[config.mk]
export PLATFORM = sky130hd
export DESIGN_NAME = cdi_device_flat
export DESIGN_NICKNAME = d
export VERILOG_FILES = /design/src/cdi_pkg.sv /design/src/cdi_bus_if.sv /design/src/cdi_device.sv /design/src/flat_wrapper.sv
export SDC_FILE = /design/constraint.sdc
export NUM_CORES = 1
export LEC_CHECK = 0
export BUFFER_PORTS_ARGS = -buffer_cell sky130_fd_sc_hd__buf_2
export CAP_MARGIN = 20
export CORE_MARGIN = 3
export CORE_UTILIZATION = 35
export DETAILED_ROUTE_END_ITERATION = 16
export SYNTH_ARGS = -nofsm -noshare
export SYNTH_HDL_FRONTEND = slang
export SYNTH_SLANG_ARGS = --single-unit
[constraint.sdc]
create_clock -name mclk -period 5.1 [get_ports mclk]
set_input_delay 1.02 -clock mclk [delete_from_list [all_inputs] [get_ports mclk]]
set_output_delay 1.02 -clock mclk [all_outputs]
set_load 0.02 [all_outputs]
[src/cdi_pkg.sv]
// shared constants and types for the coherent dma invalidate ends
package cdi_pkg;

    // =====================================================================
    // address capture window
    // =====================================================================
    localparam int AD_W = 32;
    localparam int WIN_MSB = 12;
    localparam int WIN_LSB = 4;
    localparam int LO_W = 2;
    localparam int WORD_W = WIN_MSB - WIN_LSB + 1 + LO_W;

    // =====================================================================
    // reset values
    // =====================================================================
    localparam logic RST_GRANT_N = 1'h1;
    localparam logic RST_COH_EN = 1'h0;
    localparam logic [WORD_W-1:0] RST_WORD = 11'h000;

    // =====================================================================
    // state encodings
    // =====================================================================
    typedef enum logic [2:0] {
        DEV_IDLE,
        DEV_FINISH,
        DEV_DRAIN,
        DEV_FLUSH,
        DEV_HELD
    } cdi_dev_state_t;

    typedef enum logic [2:0] {
        MST_IDLE,
        MST_REQ,
        MST_ADDR,
        MST_DATA,
        MST_END,
        MST_REL
    } cdi_mst_state_t;

endpackage : cdi_pkg

[src/cdi_bus_if.sv]
// shared bus between the processor end and the dma master end
interface cdi_bus_if;
    logic bus_request_n;
    logic coherent_request_n;
    logic bus_grant_n;
    logic ale;
    logic wr_n;
    logic ack_n;
    logic invalidate_request_n;
    logic [cdi_pkg::AD_W-1:0] ad;
    logic [cdi_pkg::LO_W-1:0] addr_lo;

    modport dev (
        input bus_request_n,
        input coherent_request_n,
        input ale,
        input wr_n,
        input ack_n,
        input invalidate_request_n,
        input ad,
        input addr_lo,
        output bus_grant_n
    );

    modport mst (
        output bus_request_n,
        output coherent_request_n,
        output ale,
        output wr_n,
        output ack_n,
        output invalidate_request_n,
        output ad,
        output addr_lo,
        input bus_grant_n
    );
endinterface : cdi_bus_if

[src/cdi_device.sv]
// processor end: coherent dma arbitration and data cache invalidation
// Summary of operation
// - coherent enable latched from mode pin at first edge after reset release
// - disabled: plain dma, coherency inputs ignored
// - coherency request sampled with bus request
// - master asserts coherency request with bus request
// - finish cycle, then drain read buffer
// - stall core, retire pending writes before grant
// - coherent grant only when stalled, drained, flushed
// - core stays stalled while coherent mastership held
// - master keeps coherency request stable throughout
// - ale with write loads address into counter
// - capture write address at ale trailing edge
// - invalidate sampled only on coherent write ack
// - invalidate word at current counter address
// - invalidate request asserted with write ack
// - every coherent write ack without ale increments counter after invalidation
// - burst: one address cycle, one ack per word
// - one invalidation per cycle, back to back
// - master negates write at end of each write
// - bus request negated: drop grant next edge
// - invalidations only on dma writes, never reads
module cdi_device (
    // clock and reset
    input wire logic mclk,
    input wire logic rst,
    // shared bus
    cdi_bus_if.dev bus,
    // mode strap, active low enable
    input wire logic coherent_dma_enable_mode_n,
    // processor core status
    input wire logic cycle_busy,
    input wire logic rbuf_pending,
    input wire logic wbuf_pending,
    // processor core control
    output logic core_stall,
    output logic rbuf_drain,
    output logic wbuf_retire,
    // data cache invalidation
    output logic dcache_inv_valid,
    output logic [cdi_pkg::WORD_W-1:0] dcache_inv_word,
    // status
    output logic coherent_enabled,
    output logic dma_held
);

    // =====================================================================
    // elaboration checks
    // =====================================================================
    // counter window must sit inside the address bus
    if (cdi_pkg::WIN_LSB > cdi_pkg::WIN_MSB || cdi_pkg::WIN_MSB >= cdi_pkg::AD_W) begin : g_win_chk
        $error("counter window outside the address bus");
    end
    // counter must hold exactly the window and the low address bits
    if (cdi_pkg::WORD_W != cdi_pkg::WIN_MSB - cdi_pkg::WIN_LSB + 1 + cdi_pkg::LO_W) begin : g_word_chk
        $error("counter width does not match its window");
    end

    // =====================================================================
    // state
    // =====================================================================
    typedef struct packed {
        cdi_pkg::cdi_dev_state_t st;
        logic mode_seen;
        logic coh_en;
        logic coh_cycle;
        logic grant_n;
        logic stall;
        logic drain;
        logic retire;
        logic inv_v;
        logic [cdi_pkg::WORD_W-1:0] inv_word;
        logic [cdi_pkg::WORD_W-1:0] ctr;
    } cdi_dev_t;

    cdi_dev_t q;
    cdi_dev_t d;

    // =====================================================================
    // coherent write qualifiers
    // =====================================================================
    logic coh_write;
    logic word_ack;
    logic inv_take;

    // reads and non-coherent mastership never touch the counter
    assign coh_write = q.coh_en && q.coh_cycle && !bus.wr_n;
    assign word_ack = coh_write && !bus.ack_n;
    assign inv_take = word_ack && !bus.invalidate_request_n;

    // =====================================================================
    // next state
    // =====================================================================
    always_comb begin
        d = q;
        d.drain = 1'b0;
        d.retire = 1'b0;
        d.inv_v = 1'b0;
        // first clocked edge after reset release catches the strap
        if (!q.mode_seen) begin
            d.mode_seen = 1'b1;
            d.coh_en = ~coherent_dma_enable_mode_n;
        end
        case (q.st)
            cdi_pkg::DEV_IDLE: begin
                if (!bus.bus_request_n && q.mode_seen) begin
                    // strap high means coherency inputs are ignored
                    d.coh_cycle = q.coh_en && !bus.coherent_request_n;
                    d.st = cdi_pkg::DEV_FINISH;
                end
            end
            cdi_pkg::DEV_FINISH: begin
                if (bus.bus_request_n) begin
                    d.coh_cycle = 1'b0;
                    d.st = cdi_pkg::DEV_IDLE;
                end else if (!cycle_busy) begin
                    if (q.coh_cycle) begin
                        d.st = cdi_pkg::DEV_DRAIN;
                    end else begin
                        d.grant_n = 1'b0;
                        d.st = cdi_pkg::DEV_HELD;
                    end
                end
            end
            cdi_pkg::DEV_DRAIN: begin
                // core keeps streaming while the read buffer empties
                if (bus.bus_request_n) begin
                    d.coh_cycle = 1'b0;
                    d.st = cdi_pkg::DEV_IDLE;
                end else if (rbuf_pending) begin
                    d.drain = 1'b1;
                end else begin
                    d.stall = 1'b1;
                    d.st = cdi_pkg::DEV_FLUSH;
                end
            end
            cdi_pkg::DEV_FLUSH: begin
                if (bus.bus_request_n) begin
                    d.stall = 1'b0;
                    d.coh_cycle = 1'b0;
                    d.st = cdi_pkg::DEV_IDLE;
                end else if (wbuf_pending) begin
                    d.retire = 1'b1;
                end else if (rbuf_pending) begin
                    d.drain = 1'b1;
                end else begin
                    d.grant_n = 1'b0;
                    d.st = cdi_pkg::DEV_HELD;
                end
            end
            cdi_pkg::DEV_HELD: begin
                if (bus.bus_request_n) begin
                    d.grant_n = 1'b1;
                    d.stall = 1'b0;
                    d.coh_cycle = 1'b0;
                    d.st = cdi_pkg::DEV_IDLE;
                end else if (coh_write) begin
                    d.stall = 1'b1;
                    if (bus.ale) begin
                        // reloaded every ale cycle, the last one holds at ale fall
                        d.ctr = {bus.ad[cdi_pkg::WIN_MSB:cdi_pkg::WIN_LSB], bus.addr_lo};
                    end else if (word_ack) begin
                        if (inv_take) begin
                            d.inv_v = 1'b1;
                            d.inv_word = q.ctr;
                        end
                        d.ctr = q.ctr + 11'h001;
                    end
                end
            end
            default: begin
                d.st = cdi_pkg::DEV_IDLE;
            end
        endcase
    end

    // =====================================================================
    // registers
    // =====================================================================
    always_ff @(posedge mclk or posedge rst) begin
        if (rst) begin
            q.st <= cdi_pkg::DEV_IDLE;
            q.mode_seen <= 1'b0;
            q.coh_en <= cdi_pkg::RST_COH_EN;
            q.coh_cycle <= 1'b0;
            q.grant_n <= cdi_pkg::RST_GRANT_N;
            q.stall <= 1'b0;
            q.drain <= 1'b0;
            q.retire <= 1'b0;
            q.inv_v <= 1'b0;
            q.inv_word <= cdi_pkg::RST_WORD;
            q.ctr <= cdi_pkg::RST_WORD;
        end else begin
            q <= d;
        end
    end

    // =====================================================================
    // outputs
    // =====================================================================
    assign bus.bus_grant_n = q.grant_n;
    assign core_stall = q.stall;
    assign rbuf_drain = q.drain;
    assign wbuf_retire = q.retire;
    assign dcache_inv_valid = q.inv_v;
    assign dcache_inv_word = q.inv_word;
    assign coherent_enabled = q.coh_en;
    assign dma_held = q.coh_cycle;

endmodule : cdi_device

[src/flat_wrapper.sv]
// flat-port wrapper written by rule: the top's interface ports become plain ports
module cdi_device_flat 
  (mclk, rst, coherent_dma_enable_mode_n, cycle_busy, rbuf_pending, wbuf_pending, core_stall, rbuf_drain, wbuf_retire, dcache_inv_valid, dcache_inv_word, coherent_enabled, dma_held, bus_bus_request_n, bus_coherent_request_n, bus_ale, bus_wr_n, bus_ack_n, bus_invalidate_request_n, bus_ad, bus_addr_lo, bus_bus_grant_n);
  cdi_bus_if bus_i ();
  input wire logic mclk;
  input wire logic rst;
  input wire logic coherent_dma_enable_mode_n;
  input wire logic cycle_busy;
  input wire logic rbuf_pending;
  input wire logic wbuf_pending;
  output logic core_stall;
  output logic rbuf_drain;
  output logic wbuf_retire;
  output logic dcache_inv_valid;
  output logic [cdi_pkg::WORD_W-1:0] dcache_inv_word;
  output logic coherent_enabled;
  output logic dma_held;
  input wire logic [$bits(bus_i.bus_request_n)-1:0] bus_bus_request_n;
  input wire logic [$bits(bus_i.coherent_request_n)-1:0] bus_coherent_request_n;
  input wire logic [$bits(bus_i.ale)-1:0] bus_ale;
  input wire logic [$bits(bus_i.wr_n)-1:0] bus_wr_n;
  input wire logic [$bits(bus_i.ack_n)-1:0] bus_ack_n;
  input wire logic [$bits(bus_i.invalidate_request_n)-1:0] bus_invalidate_request_n;
  input wire logic [$bits(bus_i.ad)-1:0] bus_ad;
  input wire logic [$bits(bus_i.addr_lo)-1:0] bus_addr_lo;
  output wire logic [$bits(bus_i.bus_grant_n)-1:0] bus_bus_grant_n;
  assign bus_i.bus_request_n = bus_bus_request_n;
  assign bus_i.coherent_request_n = bus_coherent_request_n;
  assign bus_i.ale = bus_ale;
  assign bus_i.wr_n = bus_wr_n;
  assign bus_i.ack_n = bus_ack_n;
  assign bus_i.invalidate_request_n = bus_invalidate_request_n;
  assign bus_i.ad = bus_ad;
  assign bus_i.addr_lo = bus_addr_lo;
  assign bus_bus_grant_n = bus_i.bus_grant_n;
  cdi_device u_core (.mclk(mclk), .rst(rst), .bus(bus_i), .coherent_dma_enable_mode_n(coherent_dma_enable_mode_n), .cycle_busy(cycle_busy), .rbuf_pending(rbuf_pending), .wbuf_pending(wbuf_pending), .core_stall(core_stall), .rbuf_drain(rbuf_drain), .wbuf_retire(wbuf_retire), .dcache_inv_valid(dcache_inv_valid), .dcache_inv_word(dcache_inv_word), .coherent_enabled(coherent_enabled), .dma_held(dma_held));
endmodule
; After elaboration in Yosys (flattened, before gate mapping)
; Index checks and enable logic that the tools add are counted.
[classes]
n_addsub = 1
n_eq_ne = 21
n_mux = 40
bitwise = 3
reduce_logical = 23
[ops]
columns = cell, n
row1 = $mux W23, 4
row2 = $mux W3, 10
row3 = $mux W12, 2
row4 = $ne A2 B2 Y1 const B, 10
row5 = $mux W1, 15
row6 = $pmux W3 S5, 1
row7 = $ne A3 B3 Y1 const B, 4
row8 = $reduce_and A6 Y1, 2
row9 = $add A11 B1 Y11 const B, 1
row10 = $mux W11, 1
row11 = $pmux W1 S3, 3
row12 = $reduce_bool A3 Y1, 3
row13 = $reduce_and A4 Y1, 2
row14 = $reduce_and A8 Y1, 1
row15 = $eq A3 B2 Y1 const B, 2
row16 = $logic_and A1 B1 Y1, 6
row17 = $mux W2, 3
row18 = $logic_not A1 Y1, 5
row19 = $reduce_and A5 Y1, 1
row20 = $ne A2 B1 Y1 const B, 2
row21 = $eq A3 B1 Y1 const B, 1
row22 = $eq A3 B3 Y1 const B, 1
row23 = $logic_not A3 Y1, 1
row24 = $ne A3 B2 Y1 const B, 1
row25 = other kinds (4), 6
[word_totals]
regBits = 33
inputBits = 46
output_inout_bits = 18
elab_cells = 99

; Logic depth before layout (Yosys ltp)
; Gate-level depths: netlist of run 1.
[logic_depth]
depth_word = 10
mapped_depth = 8
depth_no_buf = 5

; Least setup slack after synthesis of run 1
; Ideal clock, no wire load.
[synth_path]
kind = input to register
startpoint = input bus_wr_n
endpoint = register u_core.q (netlist bit u_core.dcache_inv_word[10])
setup_time_ns = 0.125
t_arrival_ns = 2.378
t_required_ns = 4.975
slack_ns = 2.598
path_stages = 6
path_buffers = 2
cell_sequence = nand3b_4 -> or3_1 -> buf_2 -> nor4_4 -> buf_6 -> mux2_2
[synth_between]
elab_chain_cells = 5
[synth_rtl]
columns = element, line_no
row1 = from (decl), flat_wrapper.sv:21  ; input wire logic [$bits(bus_i.wr_n)-1:0] bus_wr_n;
row2 = $logic_not A1 Y1 *, cdi_device.sv:87  ; assign coh_write = q.coh_en && q.coh_cycle && !bus.wr_n;
row3 = $logic_and A1 B1 Y1 *, cdi_device.sv:87
row4 = $logic_and A1 B1 Y1, cdi_device.sv:88  ; assign word_ack = coh_write && !bus.ack_n;
row5 = $logic_and A1 B1 Y1, cdi_device.sv:89  ; assign inv_take = word_ack && !bus.invalidate_request_n;
row6 = $reduce_and A6 Y1 (no source line) *, n/a
row7 = to (decl), cdi_device.sv:76  ; cdi_dev_t q;
; Mark *: on every way between the ends. The rest lies on a longest branch, timed or not.
; A chain may end at the register's enable or synchronous reset.

; Worst setup path after layout of run 1
; Same ends and word-level chain as after synthesis.

==> flow_summary.rst, run 1 <==
.. list-table::
   :header-rows: 1

   * - Metric
     - Value
   * - Outcome
     - complete, no violations
   * - Total number of yosys warnings
     - 0
   * - CTS H-tree depth
     - 2
   * - Worst min path class
     - flip-flop to flip-flop
   * - Launch instance of the worst register-to-register path
     - u_core.q[31]
   * - IR drop worst, VDD
     - 0.125 mV
   * - Clock tree from TritonCTS
     - yes
   * - Starting density of the core
     - 0.373
   * - Average instance area after synthesis
     - between 10 and 15 µm²
   * - Timing-limited maximum frequency
     - 358 MHz
   * - Leading cell types by total area after synthesis
     - dfrtp_1 (44%), buf_4 (5.0%), mux2_1 (4.4%)
   * - DPL Wire Length
     - 2590 µm
   * - Syn Inst Count
     - 173
   * - Primary flip-flop cell chosen by synthesis mapping
     - dfrtp_1
   * - Insertion delay to the later sink of the worst-skew pair
     - ~0.28 ns
   * - Setup skew after layout
     - 0.00648 ns
   * - Critical register-to-register path endpoint
     - u_core.q[7]
   * - Vias in the first global route
     - around 1,400
   * - Number of nets with antenna violations after detailed routing
     - 0
   * - GR Util All Layers
     - 0.137
   * - Max Cap Violations
     - 0
   * - Gpl congestion
     - 0.756
   * - Min cycle time layout
     - 2.80 ns
   * - Power density of the placed cells
     - around 260 nW/µm²
   * - Dominant cell type by area after synthesis
     - dfrtp_1
   * - Die area
     - 6070 µm²
   * - Master cell of the clock root buffer
     - clkbuf_8
   * - Type of the worst setup path
     - input port to flip-flop
   * - Worst-case setup margin in the final layout
     - roughly 2.3 ns
   * - Post-cts repair resize count
     - 0
   * - Layout Nets
     - between 200 and 250
   * - Sum of negative setup slack
     - 0 ns
   * - Ant. Diodes
     - 0
   * - CTS buffer count
     - 5
   * - Most frequently used cell type in the post-synthesis netlist
     - dfrtp_1
   * - Die X-Extent
     - 77.9 µm
   * - Worst Hold End
     - u_core.dcache_inv_word[2]
   * - Minimum setup slack after placement
     - a little under 2 ns
   * - Via Count
     - 1,357
   * - Highest net fanout along the worst path
     - 12
   * - Number of design rule violations left after detail routing
     - 0
   * - Clock sink count
     - 33
   * - Die outline height
     - 77.9 µm
   * - Number of distinct library cells after synthesis
     - 49
   * - Remaining global-route overflow
     - 0
   * - Ratio of final minimum period to clock period
     - 0.548
   * - Critical Path Start Type
     - input port
   * - Total wire length after detailed routing
     - approximately 3700 µm
   * - Required time of the critical path
     - between 5 and 6 ns
   * - Post-Syn Nets
     - between 200 and 250
   * - Top-level I/O count
     - between 60 and 70
   * - Static power due to leakage
     - between 1 and 1.5 nW
   * - DRC marker count from the first detailed-route iteration
     - 75
   * - First-pass GRT wire length
     - 6490 µm
   * - Number of rows in the core area
     - 25
   * - Antenna violations before repair
     - 0
   * - Share of flip-flops with an asynchronous set or reset after synthesis
     - 1.00
   * - Maximum number of pins on one net before global-route repair
     - 34
   * - Maximum count of clock buffers along a single path
     - 2
   * - Post-synth design cell area
     - 1810 µm²
   * - Busiest layer in global routing
     - met2
   * - Number of flops mapped to enable cells by yosys
     - 0
   * - Origin of the worst min-delay path
     - u_core.dcache_inv_word[2]
   * - Number of cells on the worst hold path
     - 1
   * - Average detailed-routed wire length per instance
     - between 10 and 15 µm
   * - Met1 track demand over resource
     - 0.188
   * - Vias per inst
     - 5.03
   * - Hold-fix buffers at CTS
     - 0
   * - Area Growth Syn to Fin
     - 12.6%
   * - Number of endpoints with negative hold slack in the final report
     - 0
   * - Met2 demand-to-capacity share in global routing
     - 0.199
   * - Proportion of synthesized chip area in sequential cells
     - 0.457
   * - Fraction of post-synthesis cell area in the top cell type by area
     - 0.443
   * - Count of buffers added by post-CTS timing repair for setup
     - 0
   * - Number of pins exceeding their max-slew limit in the final report
     - 0
   * - Routing usage on met3
     - 0.0452
   * - Sort of element at the end of the critical path
     - flip-flop
   * - Share of post-route cells with drive strength above 1
     - 0.296
   * - Area of the core
     - roughly 4800 µm²
   * - Detailed Routing Iterations Pass 1
     - 4
   * - Register bit count reported by yosys
     - 33
   * - Port Buf Inserts
     - 40
   * - Setup violation total in the final timing report
     - 0
   * - Non-filler instance count after layout
     - 270
   * - Crit path DAT
     - around 3 ns
   * - Worst setup slack for register-to-register paths
     - 2.65 ns
   * - Leading post-synthesis cells by instance count
     - dfrtp_1 (32), nand2_1 (17), buf_4 (12)
   * - Pin slew with the least headroom to its limit
     - ~0.96 ns
   * - R2R cell count
     - 4
   * - Max-slew headroom at the worst pin
     - 0.362
   * - Clock edge transition at the registers on the reported setup and hold paths
     - approximately 0.06 ns
   * - Post-placement cell count
     - roughly 260
   * - Setup repair after global routing missed its margin
     - no
[kinds of logic (layout without fill, tap and decap cells)]
| kind of cell | count (synthesis) | after routing | share of synthesized area |
|---|---|---|---|
| flip-flops | 33 | 33 | 0.457 |
| XOR/XNOR | 1 | 1 | 0.00484 |
| AND/OR/NAND/NOR | 57 | 57 | 0.182 |
| adder cells (fa/ha/maj) | 1 | 1 | 0.00691 |
| buffers and inverters | 27 | 57 | 0.0982 |
| other | 1 | 1 | 0.00207 |
| multiplexers | 13 | 13 | 0.0795 |
| AO/OA/AOI/OAI | 40 | 40 | 0.169 |
[registers in the layout (all words and copies together) (netlist names)]
name / cells
u_core.dcache_inv_word: 11
u_core.rbuf_drain: 1
u_core.coherent_enabled: 1
u_core.q: 15
u_core.dma_held: 1
u_core.dcache_inv_valid: 1
u_core.core_stall: 1
u_core.bus.bus_grant_n: 1
u_core.wbuf_retire: 1
[stage by stage]
stage	hold WS, ns	util	area (µm²)	power, W
2_1_floorplan	0.459	-	1810	0.000326
3_3_place_gp	0.466	0.402	1950	0.000348
3_5_place_dp	0.469	0.402	1950	0.000348
4_1_cts	0.485	0.419	2030	0.000539
5_1_grt	0.495	0.420	2040	0.000561
6_report	0.479	0.420	2040	0.000528
[worst max-delay path, cell delays in order]
cell and delay, ns:
buf_2 0.10, nand3b_4 0.20, or3_1 0.53, nor4_4 0.70
mux2_2 0.41
[layout by cell type, fill, tap and decap left out, drive strengths merged, types with 2 or more instances in the layout]
master	n
nor3	4
nand2	17
dfrtp	32
nand4	4
inv	7
nor3b	2
or3b	3
buf	41
a21bo	3
mux2i	2
nand3	5
o21ai	10
a22o	7
a21oi	6
clkinv	2
nor2	9
mux2	11
nor4	3
clkbuf	7
o31ai	3
nand3b	2
a32o	2
[worst max-delay path by stage]
stage / startpoint / to / slack, ns / depth (start not counted)
after global routing: bus_wr_n / u_core.dcache_inv_word[1] / 2.15 / 5
final: bus_wr_n / u_core.dcache_inv_word[10] / 2.30 / 5
after CTS: bus_wr_n / u_core.dcache_inv_word[0] / 2.24 / 5
after floorplan: bus_wr_n / u_core.dcache_inv_word[10] / 2.60 / 6
after detailed placement: bus_wr_n / u_core.dcache_inv_word[5] / 1.95 / 5
after global placement: bus_wr_n / u_core.dcache_inv_word[5] / 1.97 / 5
[metal layers]
layer / share of wire / vias to the layer above
met1: 0.48 / 654
met2: 0.45 / 28
met3: 0.055 / 4
met5: 0 / -
li1: - / 671
met4: 0.014 / 0
[cell type report]
class	instances	area (µm²)
fillers	496	2810
flip-flops and latches	33	827
multi-input cells	113	805
repair buffers	42	213
well taps	67	83.8
clock buffers	6	72.6
inverters	7	26.3
clock inverters	2	10.0
[report_power, final]
group          internal, W  switching (W)
Clock            0.0000944      0.0000916
Sequential        0.000274      0.0000113
Combinational    0.0000230      0.0000341
Total             0.000391       0.000137
(Power assumes the default switching activity.)
==> run 2, diff against run 1 <==
==> constraint.sdc (replaced) <==
create_clock -name mclk -period 2.64 [get_ports mclk]
set_input_delay 0.528 -clock mclk [delete_from_list [all_inputs] [get_ports mclk]]
set_output_delay 0.528 -clock mclk [all_outputs]
set_load 0.02 [all_outputs]
==> flow_summary.rst, run 2 (synthesis results as in run 1) <==
.. list-table::
   :header-rows: 1

   * - Metric
     - Value
   * - Critical Path Start Type
     - flip-flop
   * - Master cell of the clock root buffer
     - clkbuf_8
   * - Ordered list of cells on the worst path
     - or3b_1 -> a2111oi_4 -> buf_4 -> a21bo_2 -> a22o_1
   * - Area Growth Syn to Fin
     - 14.6%
   * - Count of buffers added by post-CTS timing repair for setup
     - 0 (unchanged)
   * - Hold-fix buffers at CTS
     - 0 (unchanged)
   * - Number of nets with antenna violations after detailed routing
     - 0 (unchanged)
   * - Insertion delay to the later sink of the worst-skew pair
     - 0.28 ns (about the same)
   * - Share of post-route cells with drive strength above 1
     - 0.306 (+0.0103)
   * - First-pass GRT wire length
     - 6120 µm (-5.6%)
   * - Power density of the placed cells
     - 501 nW/µm² (+93%)
   * - Comb power frac
     - 0.107 (about the same)
   * - Setup skew after layout
     - 0.00653 ns (+0.0000447 ns)
   * - Launch instance of the worst register-to-register path
     - u_core.q[30]
   * - Clock sink count
     - 33 (unchanged)
   * - Gpl congestion
     - 0.731 (-3.3%)
   * - Static power due to leakage
     - 1.04 nW (+2.0%)
   * - Final hold slack
     - 0.326 ns (-0.153 ns)
   * - Worst setup slack for register-to-register paths
     - 0.55 ns (-2.10 ns)
   * - Top-level I/O count
     - 64 (unchanged)
   * - Die X-Extent
     - 77.9 µm (unchanged)
   * - Maximum number of pins on one net before global-route repair
     - 34 (unchanged)
   * - Post-placement cell count
     - 266 (+1.9%)
   * - Clock tree from TritonCTS
     - yes
   * - Outcome
     - complete, no violations
   * - Non-filler instance count after layout
     - 273 (+1.1%)
   * - CTS H-tree depth
     - 2 (unchanged)
   * - Timing-limited maximum frequency
     - 478 MHz
   * - Post-cts repair resize count
     - 0 (unchanged)
   * - Required time of the critical path
     - 2.81 ns (-2.46 ns)
   * - Area of the core
     - 4850 µm² (unchanged)
   * - Net switching share of the total power
     - 0.248 (-0.0111)
   * - Number of rows in the core area
     - 25 (unchanged)
   * - Port Buf Inserts
     - 40 (unchanged)
   * - Sort of element at the end of the critical path
     - flip-flop
   * - IR drop worst, VDD
     - 0.168 mV (+35%)
   * - Layout Nets
     - 253 (+1.6%)
   * - CP Launch Point
     - u_core.q[30]
   * - Starting density of the core
     - 0.373 (unchanged)
   * - Highest net fanout along the worst path
     - 14 (+2)
   * - Average detailed-routed wire length per instance
     - 13.5 µm (-2.9%)
   * - Min cycle time layout
     - 2.09 ns
   * - Crit path DAT
     - 2.26 ns (-0.70 ns)
   * - Delay of the slowest critical-path stage
     - 0.57 ns (-0.13 ns)
   * - Vias in the first global route
     - 1,257 (-7.0%)
   * - Detailed Routing Iterations Pass 1
     - 4 (unchanged)
   * - Most common cell after layout, fill and taps aside
     - buf_2
   * - Sequential group share of total power
     - 0.531 (-0.009)
   * - Most frequent cells in the layout
     - buf_2 (40), dfrtp_1 (32), nand2_1 (17)
   * - Die outline height
     - 77.9 µm (unchanged)
   * - Ratio of final minimum period to clock period
     - 0.792
   * - CTS buffer count
     - 5 (unchanged)
   * - Final core utilization
     - 0.428 (+0.00748)
   * - Worst min path class
     - input port to asynchronous set/reset pin
   * - Slowest stage cell on the critical path
     - or3b_1
   * - GR Util All Layers
     - 0.127 (-0.00981)
   * - Number of design rule violations left after detail routing
     - 0 (unchanged)
   * - Design internal power
     - 0.000780 W (+99%)
   * - DRC marker count from the first detailed-route iteration
     - 69 (-8.0%)
   * - Vias per inst
     - 5.03 (about the same)
   * - Portion of total power attributed to the clock network
     - 0.362 (+0.010)
   * - Type of the worst setup path
     - flip-flop to flip-flop
   * - Remaining global-route overflow
     - 0 (unchanged)
   * - Biggest register
     - u_core.q
   * - Number of pins exceeding their max-slew limit in the final report
     - 0 (unchanged)
   * - Sum of negative setup slack
     - 0 ns (unchanged)
   * - Flip-flop count of the largest register after layout
     - 15 (unchanged)
   * - Max Cap Violations
     - 0 (unchanged)
   * - Via Count
     - 1,372 (+1.1%)
   * - DPL Wire Length
     - 2630 µm (+1.9%)
   * - Maximum count of clock buffers along a single path
     - 2 (unchanged)
   * - Clock edge transition at the registers on the reported setup and hold paths
     - 0.07 ns (about the same)
   * - Total wire length after detailed routing
     - 3680 µm (-1.9%)
   * - Ant. Diodes
     - 0 (unchanged)
   * - Antenna violations before repair
     - 0 (unchanged)
   * - Number of endpoints with negative hold slack in the final report
     - 0 (unchanged)
   * - Setup violation total in the final timing report
     - 0 (unchanged)
   * - Die area
     - 6070 µm² (unchanged)
   * - Switch Pwr
     - 0.000258 W (+88%)
   * - Setup repair after global routing missed its margin
     - no
==> run 2: cell types whose count changed in the layout (fill, tap and decap cells not counted) <==
| cell | previous run | this run |
|---|---|---|
| buf_4 | 1 | 6 |
| clkinv_2 | 2 | 0 |
| clkbuf_8 | 5 | 6 |
| clkbuf_2 | 1 | 0 |
==> run 2: layout make-up <==
cell class              instances  area, µm²
clock buffers                   7       86.3
fillers                       480       2780
inverters                       7       26.3
multi-input cells             113        805
flip-flops and latches         33        827
well taps                      67       83.8
repair buffers                 46        245
==> run 2: final timing paths <==
kind / cells past startpoint / endpoint
max in group asynchronous: 3 / u_core.bus.bus_grant_n
worst max-delay path: 5 / u_core.q[7]
min in group mclk: 2 / u_core.coherent_enabled
worst max register to register: 5 / u_core.q[7]
worst min-delay path: 3 / u_core.dma_held
worst min register to register: 1 / u_core.dcache_inv_word[7]
==> run 2: per-stage QoR <==
| stage | worst slack [ns] | instance area (µm²) | total power, W |
|---|---|---|---|
| 2_1_floorplan | 0.630 | 1810 | 0.000629 |
| 3_3_place_gp | 0.546 | 1990 | 0.000672 |
| 3_5_place_dp | 0.526 | 1990 | 0.000673 |
| 4_1_cts | 0.557 | 2070 | 0.00105 |
| 5_1_grt | 0.435 | 2070 | 0.00109 |
| 6_report | 0.550 | 2070 | 0.00104 |
==> run 2: routing by layer <==
layer / part of all wire / up-vias / track usage
met5: 0 / - / 0
met4: 0.014 / 0 / 0.0367
met3: 0.054 / 5 / 0.0394
met2: 0.45 / 33 / 0.186
met1: 0.48 / 656 / 0.180
li1: - / 678 / -
==> run 2: critical path, delay by kind of cell, from the launching register on <==
family	cells	cell delay [ns]
AO/OA/AOI/OAI	3	0.66
AND/OR/NAND/NOR	1	0.57
flip-flops	1	0.49
buffers and inverters	1	0.25
==> run 2: power by group through the flow <==
stage                     sequential [W]  clock [W]  combinational [W]
after floorplan                 0.000566          0          0.0000635
after global placement          0.000560          0           0.000112
after detailed placement        0.000560          0           0.000113
after CTS                       0.000551   0.000390           0.000113
after global routing            0.000554   0.000413           0.000124
final                           0.000551   0.000376           0.000111
